File: config.mk
export PLATFORM = sky130hd
export DESIGN_NAME = prs_top
export DESIGN_NICKNAME = d
export VERILOG_FILES = /design/src/prs_pkg.sv /design/src/prs_div.sv /design/src/prs_top.sv
export VERILOG_INCLUDE_DIRS = /design/src
export SDC_FILE = /design/constraint.sdc
export NUM_CORES = 2
export LEC_CHECK = 0
export ABC_AREA = 0
export BUFFER_PORTS_ARGS = -buffer_cell sky130_fd_sc_hd__buf_2
export CORE_ASPECT_RATIO = 1.2
export CORE_MARGIN = 1
export CORE_UTILIZATION = 43
export DETAILED_ROUTE_END_ITERATION = 6
export PLACE_DENSITY = 0.6
export SYNTH_ARGS = -nofsm -noshare
export SYNTH_HDL_FRONTEND = slang
export SYNTH_SLANG_ARGS = --single-unit
File: constraint.sdc
create_clock -name core_clk -period 15.3 [get_ports core_clk]
set_input_delay 0.765 -clock core_clk [delete_from_list [all_inputs] [get_ports core_clk]]
set_output_delay 0.765 -clock core_clk [all_outputs]
set_load 0.1 [all_outputs]
File: src/prs_defines.svh
// prs_defines.svh: constants of the position range and scaling block
// assumes inclusion by name from every design file that needs it
// ==========================================
// What this block does
// range handling only in jog, profile, homing
// absolute profile targets refer to zero point
// zero valid only after homing reference or set
// homing offers reference move and position set
// leaving the range clears zero valid
// continuous jog wraps at range bound, keeps counting
// out-of-range step jog first zeroes position
// out-of-range relative move first zeroes position
// absolute move outside range is refused
// internal resolution 32768 increments per revolution
// only multiplier write activates new scaling
// tiny ratio forbids moves leaving range
// default scaling is 16384 units per revolution
// multiplier signed 32 bit, 1..2147483647, default 1
// scaling writes only with power stage off
// divisor signed 32 bit, 1..2147483647, default 16384
// internal factor may reduce user limit values
// scaling changes movement, not stored user values
// default lines: positive, negative, free, reference
// travel switches only on lines one, two
// free input levels readable in status
// default range -1073741824 to 1073741823 units
// wrap continues from opposite bound, two's complement
`ifndef PRS_DEFINES_SVH
`define PRS_DEFINES_SVH
`define PRS_ADDR_DEN  16'h060e
`define PRS_ADDR_NUM  16'h0610
`define PRS_ADDR_IO1  16'h0722
`define PRS_IO_SPAN   16'h0006
`define PRS_ADDR_POS  16'h0700
`define PRS_ADDR_FLAG 16'h0702
`define PRS_ADDR_FACT 16'h0704
`define PRS_ADDR_LINE 16'h0706
`define PRS_RST_NUM   32'h0000_0001
`define PRS_RST_DEN   32'h0000_4000
`define PRS_INC_SHIFT 31'h0
`define PRS_FRAC_BITS 16
`define PRS_FACT_ONE  32'h0001_0000
`define PRS_RST_FACT  32'h0002_0000
`define PRS_POS_MIN   32'hc000_0000
`define PRS_POS_MAX   32'h3fff_ffff
`define PRS_FN_FREE   16'h0001
`define PRS_FN_FAULT  16'h0002
`define PRS_FN_ENA    16'h0003
`define PRS_FN_HALT   16'h0004
`define PRS_FN_JOGP   16'h0009
`define PRS_FN_JOGN   16'h000a
`define PRS_FN_JOGFS  16'h000b
`define PRS_FN_REF    16'h0014
`define PRS_FN_POSITIVE_TRAVEL_SWITCH   16'h0015
`define PRS_FN_NEGATIVE_TRAVEL_SWITCH   16'h0016
`define PRS_FN_OFREE  16'h0065
`define PRS_FN_ONOF   16'h0066
`define PRS_FN_OACT   16'h0067
`endif

File: src/prs_pkg.sv
// prs_pkg.sv: types of the position range and scaling block
// assumes nothing beyond a SystemVerilog compiler
package prs_pkg;
  typedef enum logic [1:0] {OPM_OTHER = 2'h0, OPM_JOG = 2'h1, OPM_PPOS = 2'h2, OPM_HOME = 2'h3} prs_mode_t;
  typedef enum logic [2:0] {MV_JOG_CONT = 3'h0, MV_JOG_STEP = 3'h1, MV_PP_REL = 3'h2,
                            MV_PP_ABS = 3'h3, MV_HOME_REF = 3'h4, MV_HOME_SET = 3'h5} prs_move_t;
  typedef enum logic [1:0] {SC_IDLE = 2'h1, SC_CALC = 2'h2} prs_scale_t;
endpackage

File: src/prs_div.sv
// prs_div.sv: sequential restoring divider, one quotient bit per enabled clock
// assumes divisor nonzero and below 2**(W-1)
`timescale 1ns/1ns
`default_nettype none
module prs_div
#(
  parameter int W = 64
)
(
  input  wire logic         core_clk,
  input  wire logic         sys_rst,
  input  wire logic         ce,
  input  wire logic         start,
  input  wire logic [W-1:0] dividend,
  input  wire logic [W-1:0] divisor,
  output logic              done,
  output logic [W-1:0]      quotient
);
  localparam int CW = $clog2(W) + 1;
  logic [W-1:0]  rem;
  logic [W-1:0]  den;
  logic [CW-1:0] cnt;
  logic          busy;
  wire  [W-1:0]  shifted = {rem[W-2:0], quotient[W-1]};
  wire           fits    = shifted >= den;

  always_ff @(posedge core_clk)
    if (sys_rst)
    begin
      busy     <= 1'h0;
      done     <= 1'h0;
      rem      <= '0;
      den      <= '0;
      cnt      <= '0;
      quotient <= '0;
    end
    else if (ce)
    begin
      done <= 1'h0;
      if (start)
      begin
        rem      <= '0;
        den      <= divisor;
        quotient <= dividend;
        cnt      <= CW'(W);
        busy     <= 1'h1;
      end
      else if (busy)
      begin
        rem      <= fits ? shifted - den : shifted;
        quotient <= {quotient[W-2:0], fits};
        cnt      <= cnt - CW'(1);
        if (cnt == CW'(1))
        begin
          busy <= 1'h0;
          done <= 1'h1;
        end
      end
    end
endmodule // prs_div
`default_nettype wire

File: src/prs_top.sv
// prs_top.sv: position range, user scaling and local line functions
// assumes a parameter port from the fieldbus side, unit step pulses from motion
`timescale 1ns/1ns
`default_nettype none
`include "prs_defines.svh"
module prs_top
  import prs_pkg::*;
(
  input  wire logic        core_clk,
  input  wire logic        sys_rst,
  input  wire logic        ce,
  input  wire logic        stage_on,
  input  wire logic        par_wr,
  input  wire logic        par_rd,
  input  wire logic [15:0] par_addr,
  input  wire logic [31:0] par_wdata,
  output logic             par_ack,
  output logic             par_err,
  output logic [31:0]      par_rdata,
  input  wire prs_mode_t   op_mode,
  input  wire logic        mv_req,
  input  wire prs_move_t   mv_kind,
  input  wire logic [31:0] mv_val,
  output logic             mv_ack,
  output logic             mv_refuse,
  output logic [31:0]      tgt_usr,
  output logic [31:0]      tgt_inc,
  input  wire logic        step,
  input  wire logic        step_neg,
  output logic [31:0]      pos_usr,
  output logic             zero_valid,
  output logic             halt_req,
  input  wire logic [3:0]  line_in,
  output logic [3:0]       local_line_state,
  output logic             positive_travel_switch,
  output logic             negative_travel_switch,
  output logic             ref_switch
);
  // ==========================================
  // storage
  logic [31:0] position_scale_multiplier;
  logic [31:0] position_scale_divisor;
  logic [31:0] act_den;
  logic [31:0] factor;
  logic [15:0] io_fn [4];
  prs_scale_t  sc_state;
  prs_scale_t  next_sc_state;
  logic        div_done;
  logic [63:0] div_quo;

  // ==========================================
  // parameter port decode
  wire [15:0] io_off   = par_addr - `PRS_ADDR_IO1;
  wire [1:0]  io_idx   = io_off[2:1];
  wire        hit_num  = par_addr == `PRS_ADDR_NUM;
  wire        hit_den  = par_addr == `PRS_ADDR_DEN;
  wire        hit_io   = (io_off <= `PRS_IO_SPAN) && !io_off[0];
  wire        hit_pos  = par_addr == `PRS_ADDR_POS;
  wire        hit_flag = par_addr == `PRS_ADDR_FLAG;
  wire        hit_fact = par_addr == `PRS_ADDR_FACT;
  wire        hit_line = par_addr == `PRS_ADDR_LINE;
  wire        rd_hit   = hit_num || hit_den || hit_io || hit_pos || hit_flag || hit_fact || hit_line;
  wire        wr_ok    = ce && par_wr;
  wire        calc     = sc_state == SC_CALC;
  wire        val_ok   = !par_wdata[31] && (par_wdata != 32'h0);
  wire        ratio_small = factor < `PRS_FACT_ONE;

  // scaling writes gated by power stage and value range
  wire num_take = wr_ok && hit_num && !stage_on && val_ok && !calc;
  wire den_take = wr_ok && hit_den && !stage_on && val_ok;

  // line function writes
  wire [15:0] fn       = par_wdata[15:0];
  wire        fn_known = fn == `PRS_FN_FREE || fn == `PRS_FN_FAULT || fn == `PRS_FN_ENA
                      || fn == `PRS_FN_HALT || fn == `PRS_FN_JOGP || fn == `PRS_FN_JOGN
                      || fn == `PRS_FN_JOGFS || fn == `PRS_FN_REF || fn == `PRS_FN_POSITIVE_TRAVEL_SWITCH
                      || fn == `PRS_FN_NEGATIVE_TRAVEL_SWITCH || fn == `PRS_FN_OFREE || fn == `PRS_FN_ONOF
                      || fn == `PRS_FN_OACT;
  wire        fn_place = (fn != `PRS_FN_POSITIVE_TRAVEL_SWITCH || io_idx == 2'h0)
                      && (fn != `PRS_FN_NEGATIVE_TRAVEL_SWITCH || io_idx == 2'h1);
  wire        io_take  = wr_ok && hit_io && !stage_on && fn_known && fn_place
                      && (par_wdata[31:16] == 16'h0);
  wire        wr_take  = num_take || den_take || io_take;

  wire [31:0] rd_mux = hit_num  ? position_scale_multiplier :
                       hit_den  ? position_scale_divisor :
                       hit_io   ? {16'h0, io_fn[io_idx]} :
                       hit_pos  ? pos_usr :
                       hit_flag ? {29'h0, ratio_small, calc, zero_valid} :
                       hit_fact ? factor :
                       hit_line ? {28'h0, local_line_state} : 32'h0;

  always_ff @(posedge core_clk)
    if (sys_rst)
    begin
      par_ack   <= 1'h0;
      par_err   <= 1'h0;
      par_rdata <= 32'h0;
    end
    else if (ce)
    begin
      par_ack <= par_wr || par_rd;
      par_err <= par_wr ? !wr_take : (par_rd && !rd_hit);
      if (par_rd && !par_wr)
        par_rdata <= rd_mux;
    end

  // ==========================================
  // scaling and internal factor
  prs_div #(.W(64)) u_div
  (
    .core_clk (core_clk),
    .sys_rst  (sys_rst),
    .ce       (ce),
    .start    (num_take),
    .dividend ({2'h0, par_wdata[30:0], `PRS_INC_SHIFT}),
    .divisor  ({32'h0, position_scale_divisor}),
    .done     (div_done),
    .quotient (div_quo)
  );

  // truncation here is why user limits may shrink
  wire [31:0] next_factor = (div_quo[63:32] != 32'h0) ? 32'hffff_ffff : div_quo[31:0];

  always_comb
    case (sc_state)
      SC_IDLE: next_sc_state = num_take ? SC_CALC : SC_IDLE;
      SC_CALC: next_sc_state = div_done ? SC_IDLE : SC_CALC;
      default: next_sc_state = SC_IDLE;
    endcase

  always_ff @(posedge core_clk)
    if (sys_rst)
    begin
      position_scale_multiplier <= `PRS_RST_NUM;
      position_scale_divisor    <= `PRS_RST_DEN;
      act_den                   <= `PRS_RST_DEN;
      factor                    <= `PRS_RST_FACT;
      sc_state                  <= SC_IDLE;
    end
    else if (ce)
    begin
      sc_state <= next_sc_state;
      if (num_take)
      begin
        position_scale_multiplier <= par_wdata;
        act_den                   <= position_scale_divisor;
      end
      if (den_take)
        position_scale_divisor <= par_wdata;
      if (div_done)
        factor <= next_factor;
    end

  // ==========================================
  // movement range
  wire mode_ok  = op_mode != OPM_OTHER;
  wire is_jog   = mv_kind == MV_JOG_CONT || mv_kind == MV_JOG_STEP;
  wire is_pp    = mv_kind == MV_PP_REL || mv_kind == MV_PP_ABS;
  wire is_home  = mv_kind == MV_HOME_REF || mv_kind == MV_HOME_SET;
  wire is_rel   = mv_kind == MV_JOG_STEP || mv_kind == MV_PP_REL;
  wire kind_ok  = (is_jog && op_mode == OPM_JOG) || (is_pp && op_mode == OPM_PPOS)
               || (is_home && op_mode == OPM_HOME);
  wire signed [32:0] rel_sum = $signed({pos_usr[31], pos_usr}) + $signed({mv_val[31], mv_val});
  wire signed [32:0] lo      = $signed({1'h1, `PRS_POS_MIN});
  wire signed [32:0] hi      = $signed({1'h0, `PRS_POS_MAX});
  wire signed [32:0] val_x   = $signed({mv_val[31], mv_val});
  wire rel_in   = rel_sum >= lo && rel_sum <= hi;
  wire val_in   = val_x >= lo && val_x <= hi;
  wire rel_out  = is_rel && !rel_in;
  wire mv_bad   = !kind_ok || calc || (rel_out && ratio_small)
               || (mv_kind == MV_PP_ABS && !val_in)
               || (is_home && !val_in);
  wire mv_take  = ce && mv_req && !mv_bad;

  // absolute targets are taken as offsets from the zero point
  wire [31:0] next_tgt = is_rel ? (rel_out ? mv_val : rel_sum[31:0]) :
                         (mv_kind == MV_JOG_CONT) ? pos_usr : mv_val;
  // conversion uses the active factor; stored user values stay untouched
  wire signed [64:0] inc_prod = $signed(next_tgt) * $signed({1'h0, factor});

  wire [31:0] step_sum  = step_neg ? pos_usr - 32'h1 : pos_usr + 32'h1;
  wire        step_wrap = mode_ok && (step_sum[31] != step_sum[30]);
  wire [31:0] step_pos  = mode_ok ? {step_sum[30], step_sum[30:0]} : step_sum;

  always_ff @(posedge core_clk)
    if (sys_rst)
    begin
      mv_ack     <= 1'h0;
      mv_refuse  <= 1'h0;
      halt_req   <= 1'h0;
      pos_usr    <= 32'h0;
      zero_valid <= 1'h0;
      tgt_usr    <= 32'h0;
      tgt_inc    <= 32'h0;
    end
    else if (ce)
    begin
      mv_ack    <= mv_req && !mv_bad;
      mv_refuse <= mv_req && mv_bad;
      halt_req  <= step && step_wrap && ratio_small;
      if (mv_take && rel_out)
        pos_usr <= 32'h0;
      else if (mv_take && is_home)
        pos_usr <= mv_val;
      else if (step)
        pos_usr <= step_pos;
      if (mv_take && is_home)
        zero_valid <= 1'h1;
      else if ((mv_take && rel_out) || (step && step_wrap))
        zero_valid <= 1'h0;
      if (mv_take)
      begin
        tgt_usr <= next_tgt;
        tgt_inc <= inc_prod[`PRS_FRAC_BITS+31:`PRS_FRAC_BITS];
      end
    end

  // ==========================================
  // local line functions
  logic [3:0] free_m;
  logic [3:0] ref_m;
  genvar gi;
  generate
    for (gi = 0; gi < 4; gi++)
    begin : g_line
      assign free_m[gi] = io_fn[gi] == `PRS_FN_FREE;
      assign ref_m[gi]  = io_fn[gi] == `PRS_FN_REF;
    end
  endgenerate

  always_ff @(posedge core_clk)
    if (sys_rst)
    begin
      io_fn[0]               <= `PRS_FN_POSITIVE_TRAVEL_SWITCH;
      io_fn[1]               <= `PRS_FN_NEGATIVE_TRAVEL_SWITCH;
      io_fn[2]               <= `PRS_FN_FREE;
      io_fn[3]               <= `PRS_FN_REF;
      local_line_state       <= 4'h0;
      positive_travel_switch <= 1'h0;
      negative_travel_switch <= 1'h0;
      ref_switch             <= 1'h0;
    end
    else if (ce)
    begin
      if (io_take)
        io_fn[io_idx] <= fn;
      local_line_state       <= line_in & free_m;
      positive_travel_switch <= line_in[0] && io_fn[0] == `PRS_FN_POSITIVE_TRAVEL_SWITCH;
      negative_travel_switch <= line_in[1] && io_fn[1] == `PRS_FN_NEGATIVE_TRAVEL_SWITCH;
      ref_switch             <= |(line_in & ref_m);
    end
endmodule // prs_top
`default_nettype wire

== Word level (Yosys, flattened, before mapping) ==
Memory sizes are Yosys's and may differ from the RTL's.
Cells that the tools add are included.

* Output and inout bits: 141
* Flip-flop bits (word level): 407
* Logic and storage cells: 231
* Input port bits: 98
* RAM bits: 64
* Memories: 1

{| class="wikitable"
|+ Memory list
! memory !! words !! bits a word !! rd ports !! clocked after memory_dff !! write ports !! RTL line !! RTL
|-
| io_fn || 4 || 16 || 5 || 0 || 4 || prs_top.sv:45 || <nowiki>logic [15:0] io_fn [4];</nowiki>
|}

* Multiply operators: 1
* Multiplexer cells: 44
* Equal/unequal tests: 44
* $lt $le $gt $ge: 7
* Bitwise operators: 2
* Reduce and logical (&&, ||, !) cells: 102
* Add/subtract/negate cells: 6

{| class="wikitable"
|+ Operators by type and width
! cell !! count
|-
| two-way mux 32 bit || 15
|-
| two-way mux 63 bit || 3
|-
| equality test 16 x 5 -> 1 bit, second input constant || 9
|-
| two-way mux 64 bit || 2
|-
| equality test 16 x 11 -> 1 bit, second input constant || 6
|-
| equality test 16 x 1 -> 1 bit, second input constant || 5
|-
| greater-or-equal comparator 64 x 32 -> 1 bit || 1
|-
| nonzero test 32 bit || 2
|-
| subtractor 63 x 32 -> 63 bit || 1
|-
| equality test 16 x 4 -> 1 bit, second input constant || 3
|-
| equality test 16 x 7 -> 1 bit, second input constant || 3
|-
| multiplier 32 x 33 -> 48 bit || 1
|-
| logical AND 1 bit || 38
|-
| logical OR 1 bit || 34
|-
| adder 32 x 32 -> 33 bit || 1
|-
| greater-or-equal comparator 33 x 31 -> 1 bit, second input constant || 1
|-
| less-or-equal comparator 33 x 31 -> 1 bit, second input constant || 1
|-
| adder 32 x 1 -> 32 bit, second input constant || 1
|-
| equality test 16 x 2 -> 1 bit, second input constant || 2
|-
| greater-or-equal comparator 32 x 31 -> 1 bit, second input constant || 1
|-
| less-or-equal comparator 32 x 31 -> 1 bit, second input constant || 1
|-
| less-than comparator 32 x 17 -> 1 bit, second input constant || 1
|-
| != test 16 x 5 -> 1 bit, second input constant || 2
|-
| subtractor 32 x 1 -> 32 bit, second input constant || 1
|-
| other kinds (27) || 71
|}

== Longest topological paths before layout ==
* Depth in word-level cells: 22
* Gate-level depth with buffers: 50
* Mapped depth without buffers: 48

== Cells and area by module ==
A second synthesis with hierarchy kept.

* Cell total of the unflattened synthesis: 6659
* Area total of the unflattened synthesis: 57023.4 um^2

{| class="wikitable"
|+ By module, submodules not included
! module !! times used !! cells an instance !! seq. area each (um^2) !! area each (um^2)
|-
| prs_top || 1 || 5108 || 6706.4 || 44974.4
|-
| prs_div || 1 || 1551 || 4003.8 || 12049.1
|}

== Least setup slack after synthesis ==
Ideal clock, no wire load.

* Path kind: register to register
* Start: register pos_usr[0]
* End: register tgt_inc[20]
* Period minus slack after synthesis: 11.863 ns
* Cell stages (with the launch flop): 49
* Setup time: 0.086 ns
* Required time: 15.214 ns
* Arrival: 11.778 ns
* Path buffers: 3
* Path slack: 3.437 ns
* Cells stage by stage: dfxtp_1 -> ha_1 -> inv_1 -> fa_1 -> nor2b_4 -> o2111ai_2 -> a31oi_2 -> a211oi_4 -> a2111oi_2 -> a2bb2oi_2 -> nand2_1 -> mux2i_4 -> buf_2 -> clkbuf_1 -> o21ai_0 -> nand2_1 -> o21ai_0 -> o22a_1 -> [... 13 more ...] -> fa_1 -> inv_1 -> ha_1 -> nor2b_1 -> o21ai_0 -> nand2b_1 -> o21ai_0 -> nor2_1 -> o21ai_0 -> nand2b_1 -> a2111oi_0 -> nand2_1 -> o211ai_1 -> o21ai_1 -> o211ai_1 -> o31ai_1 -> xnor2_1 -> a211oi_1

* Longest elaborated chain between the ends: 12
* Elaborated cells between the ends (all ways): 17
* Classes of those cells: add/sub (1); mul (1); order compare (2); mux (3); reduce/logical (10)

{| class="wikitable"
|+ RTL lines
! what !! RTL line !! RTL
|-
| start: declaration || prs_top.sv:30 || <nowiki>output logic [31:0] pos_usr,</nowiki>
|-
| start signal: assignment || prs_top.sv:205 || <nowiki>pos_usr <= mv_val;</nowiki>
|-
| start signal: assignment || prs_top.sv:207 || <nowiki>pos_usr <= step_pos;</nowiki>
|-
| branches (longest 12 deep; another with multiplier 32 x 33 -> 48 bit) || -- ||
|-
| end signal: assignment || prs_top.sv:215 || <nowiki>tgt_inc <= inc_prod[`PRS_FRAC_BITS+31:`PRS_FRAC_BITS];</nowiki>
|-
| end: declaration || prs_top.sv:27 || <nowiki>output logic [31:0] tgt_inc,</nowiki>
|}

Parallel ways; which one is timed is not known.
A chain may end at the register's enable or synchronous reset.

== Final worst setup path ==
Same ends and word-level chain as after synthesis.

==> summary.md <==
| Metric | Value |
|---|---|
| Run status | `finished, violations left` |
| Failing checks | `DRC` |
| Via count | `44,200` |
| Root buf cell | `clkbuf_16` |
| Mean Syn Cell Area | `8.54 µm²` |
| Initial Utilization | `43.5%` |
| CP peak stage delay | `0.62 ns` |
| Post-CTS Hold Fix Bufs | `0` |
| Slew Limit Fails | `0` |
| Post-synthesis mux area share | `1.38%` |
| Most common cell after layout, fill and taps aside | `nand2_1` |
| Clock Skew | `0.0791 ns` |
| Predominant post-synthesis flop cell | `dfxtp_1` |
| Placed cell count | `7,938` |
| Pre-Repair DR Iteration Count | `7` |
| Fmax | `0.0800 GHz` |
| Max-cap viol count | `0` |
| PostCTS Resize Cnt | `0` |
| Final hold vios | `0` |
| CP max stage cell | `dfxtp_1` |
| I/O Pins | `239` |
| Register area share after synthesis | `18.7%` |
| Hold Crit Class | `input port to register` |
| Yosys cell types | `95` |
| PortBufs | `238` |
| Post-route ant nets | `0` |
| Die Y-Extent | `389 µm` |
| Ys Warns | `0` |
| Die width | `325 µm` |
| Fin Hold WS | `0.363 ns` |
| Fin nets | `7,529` |
| Final Non-Filler Cells | `8,046` |
| Flops & latches, synth | `471` |
| Total chip power | `3.82 mW` |
| GP Congestion | `0.928` |
| Number of global-route vias before repair | `45,100` |
| Critical Path RT | `15.87 ns` |
| Site Rows | `141` |
| Setup Fix Bufs, Post-CTS | `0` |
| Largest net degree at the start of global routing | `123` |
| Post-Synth Adder-Cell Area | `36.1%` |
| Area leader, netlist | `fa_1` |
| Clock Path Buffers | `3` |
| Pwr/cell area | `65.2 nW/µm²` |
| Clk sinks | `471` |
| Post-Syn Instances | `6,297` |
| # setup viols final | `0` |
| Detail Placement HPWL | `132 mm` |
| Crit share post-route | `81.7%` |
| Crit-path leading delay family | `adder cells` |
| Final wirelength | `174 mm` |
| Fin Setup TNS | `0 ns` |
| Largest family of logic cells by synthesized area | `adder cells` |
| Initial antenna violation count | `21` |
| Worst-skew pair later-pin latency | `0.71 ns` |
| Die area | `126,000 µm²` |
| Crit Path Max Fanout | `33` |
| Critical Path Sink Type | `register` |
| Synth Area in Simple Gates | `20.0%` |
| H-tree levels | `2` |
| Core ar. | `123,000 µm²` |
| Worst-path clk slew | `0.07 ns` |
| Via density | `5.49` |
| Post-route minimum period | `12.49 ns` |
| Area of the mapped netlist | `53,800 µm²` |
| CP Launch Type | `register` |
| Routed len/inst | `21.6 µm` |
| Fin util | `47.4%` |
| Area Overhead vs Synth | `8.83%` |
| Post-synthesis xor/xnor area fraction | `2.92%` |
| Worst-margin pin slew | `1.17 ns` |
| Critical path arrival | `13.06 ns` |
| Grt ovf | `0` |
| RSZ-0062 raised after global routing | `false` |
| Share of synthesized registers carrying an async set or reset | `0%` |
| Ranking of synthesized cells by area | `fa_1, dfxtp_1, ha_1` |
| P_leak | `27.1 nW` |
| Worst relative slew slack | `22.0%` |
| VDD IR-drop max | `0.0944 mV` |
| Fraction of layout cells with a size suffix above 1 | `8.95%` |
| DRC Markers | `5` |
| 1st-iter DRT viols | `3,203` |
| First-pass GRT wire length | `268 mm` |
| WS Path Type | `register to register` |
| CP Buf/Inv Count | `7` |
| Complex-gate fraction of the synthesized area | `11.8%` |
| CTS tree | `built` |
| GRT Total Usage | `27.6%` |
| Crit-path most repeated cell | `fa_1` |
| Commonest non-fill, non-tap cells in the layout | `nand2_1, inv_1, fa_1, and2_1, a21oi_1` |
| Clock buffer count from CTS | `53` |
| Post-synth EDFFs | `64` |
| Area share of the largest cell type after synthesis | `29.2%` |
==> registers in the layout, indices dropped and copies added, names as in the netlist, 2 cells and up <==
name and count:
factor 32, tgt_inc 32, u_div.cnt 7, io_fn 64, tgt_usr 32, pos_usr 32, u_div.rem 63, position_scale_divisor 32
u_div.den 32, local_line_state 4, par_rdata 32, sc_state 2, u_div.quotient 64, position_scale_multiplier 32
==> cell usage after synthesis (29+ instances only) <==
cell type and count:
nor3_1 63, ha_1 299, and3_1 62, and2_1 555, inv_1 926, nand2_1 932
nand2b_1 29, a211oi_1 34, nor2b_1 32, a21o_1 101, xor2_1 74, nor2_1 293
nand3_1 77, fa_1 783, o221a_2 38, clkbuf_1 359, edfxtp_1 64, xnor2_1 89
nand4_1 40, o21ai_0 142, dfxtp_1 407, nor4_1 48, a21oi_1 460
==> cell type report <==
| type | count | area [µm²] |
|---|---|---|
| inverters | 926 | 3480 |
| well taps | 1644 | 2060 |
| diodes | 9 | 22.5 |
| fillers | 12100 | 65000 |
| flip-flops and latches | 471 | 10100 |
| clock inverters | 24 | 317 |
| multi-input cells | 4559 | 39100 |
| repair buffers | 338 | 1960 |
| clock buffers | 75 | 1530 |
==> worst register-to-register path, delay by kind of cell (launching register included) <==
| family | cells | cell delay (ns) |
|---|---|---|
| muxes | 1 | 0.18 |
| and+or+nand+nor | 10 | 1.68 |
| adders and majority gates | 11 | 4.99 |
| DFF | 1 | 0.62 |
| AOI/OAI and AO/OA | 15 | 3.87 |
| xor gates and xnor gates | 1 | 0.14 |
| buffers and inverters | 7 | 0.89 |
==> cell families after synthesis <==
group                    after synthesis
multiplexers                          50
other                                  1
AND/OR/NAND/NOR                     2216
adder cells (fa/ha/maj)             1082
flip-flops                           471
XOR/XNOR                             169
buffers and inverters               1302
AO/OA/AOI/OAI                       1006
==> report_power, final <==
| part | switching (mW) | leakage, nW | total (mW) | internal (mW) |
|---|---|---|---|---|
| Combinational | 0.754 | 22.3 | 1.11 | 0.360 |
| Clock | 0.608 | 0.907 | 1.39 | 0.778 |
| Sequential | 0.0385 | 3.91 | 1.32 | 1.28 |
| Total | 1.40 | 27.1 | 3.82 | 2.42 |
==> per-layer routing <==
layer / wire, µm / global-route usage [%] / part of all wire [%]
met1: 69800 / 34.4 / 40
met2: 83900 / 47.2 / 48
met3: 11800 / 4.25 / 6.8
met4: 8430 / 12.3 / 4.8
met5: 58 / 0 / 0.033
==> stage by stage <==
step | setup WS [ns] | instance area [µm²]
floorplan | 3.44 | 53900
global placement | 2.90 | 56600
detailed placement | 2.78 | 56600
CTS | 2.87 | 58500
global route | 2.15 | 58500
finish | 2.81 | 58500
==> final timing paths <==
path	from	end	slack, ns	cells past startpoint
hold / removal	par_wdata[9]	position_scale_divisor[9]	0.36	3
setup / recovery	pos_usr[0]	tgt_inc[20]	2.81	45
setup reg to reg	pos_usr[0]	tgt_inc[20]	2.81	45
hold reg to reg	u_div.quotient[21]	u_div.quotient[22]	0.43	2
No activity file was read; power rests on OpenSTA's default activity.
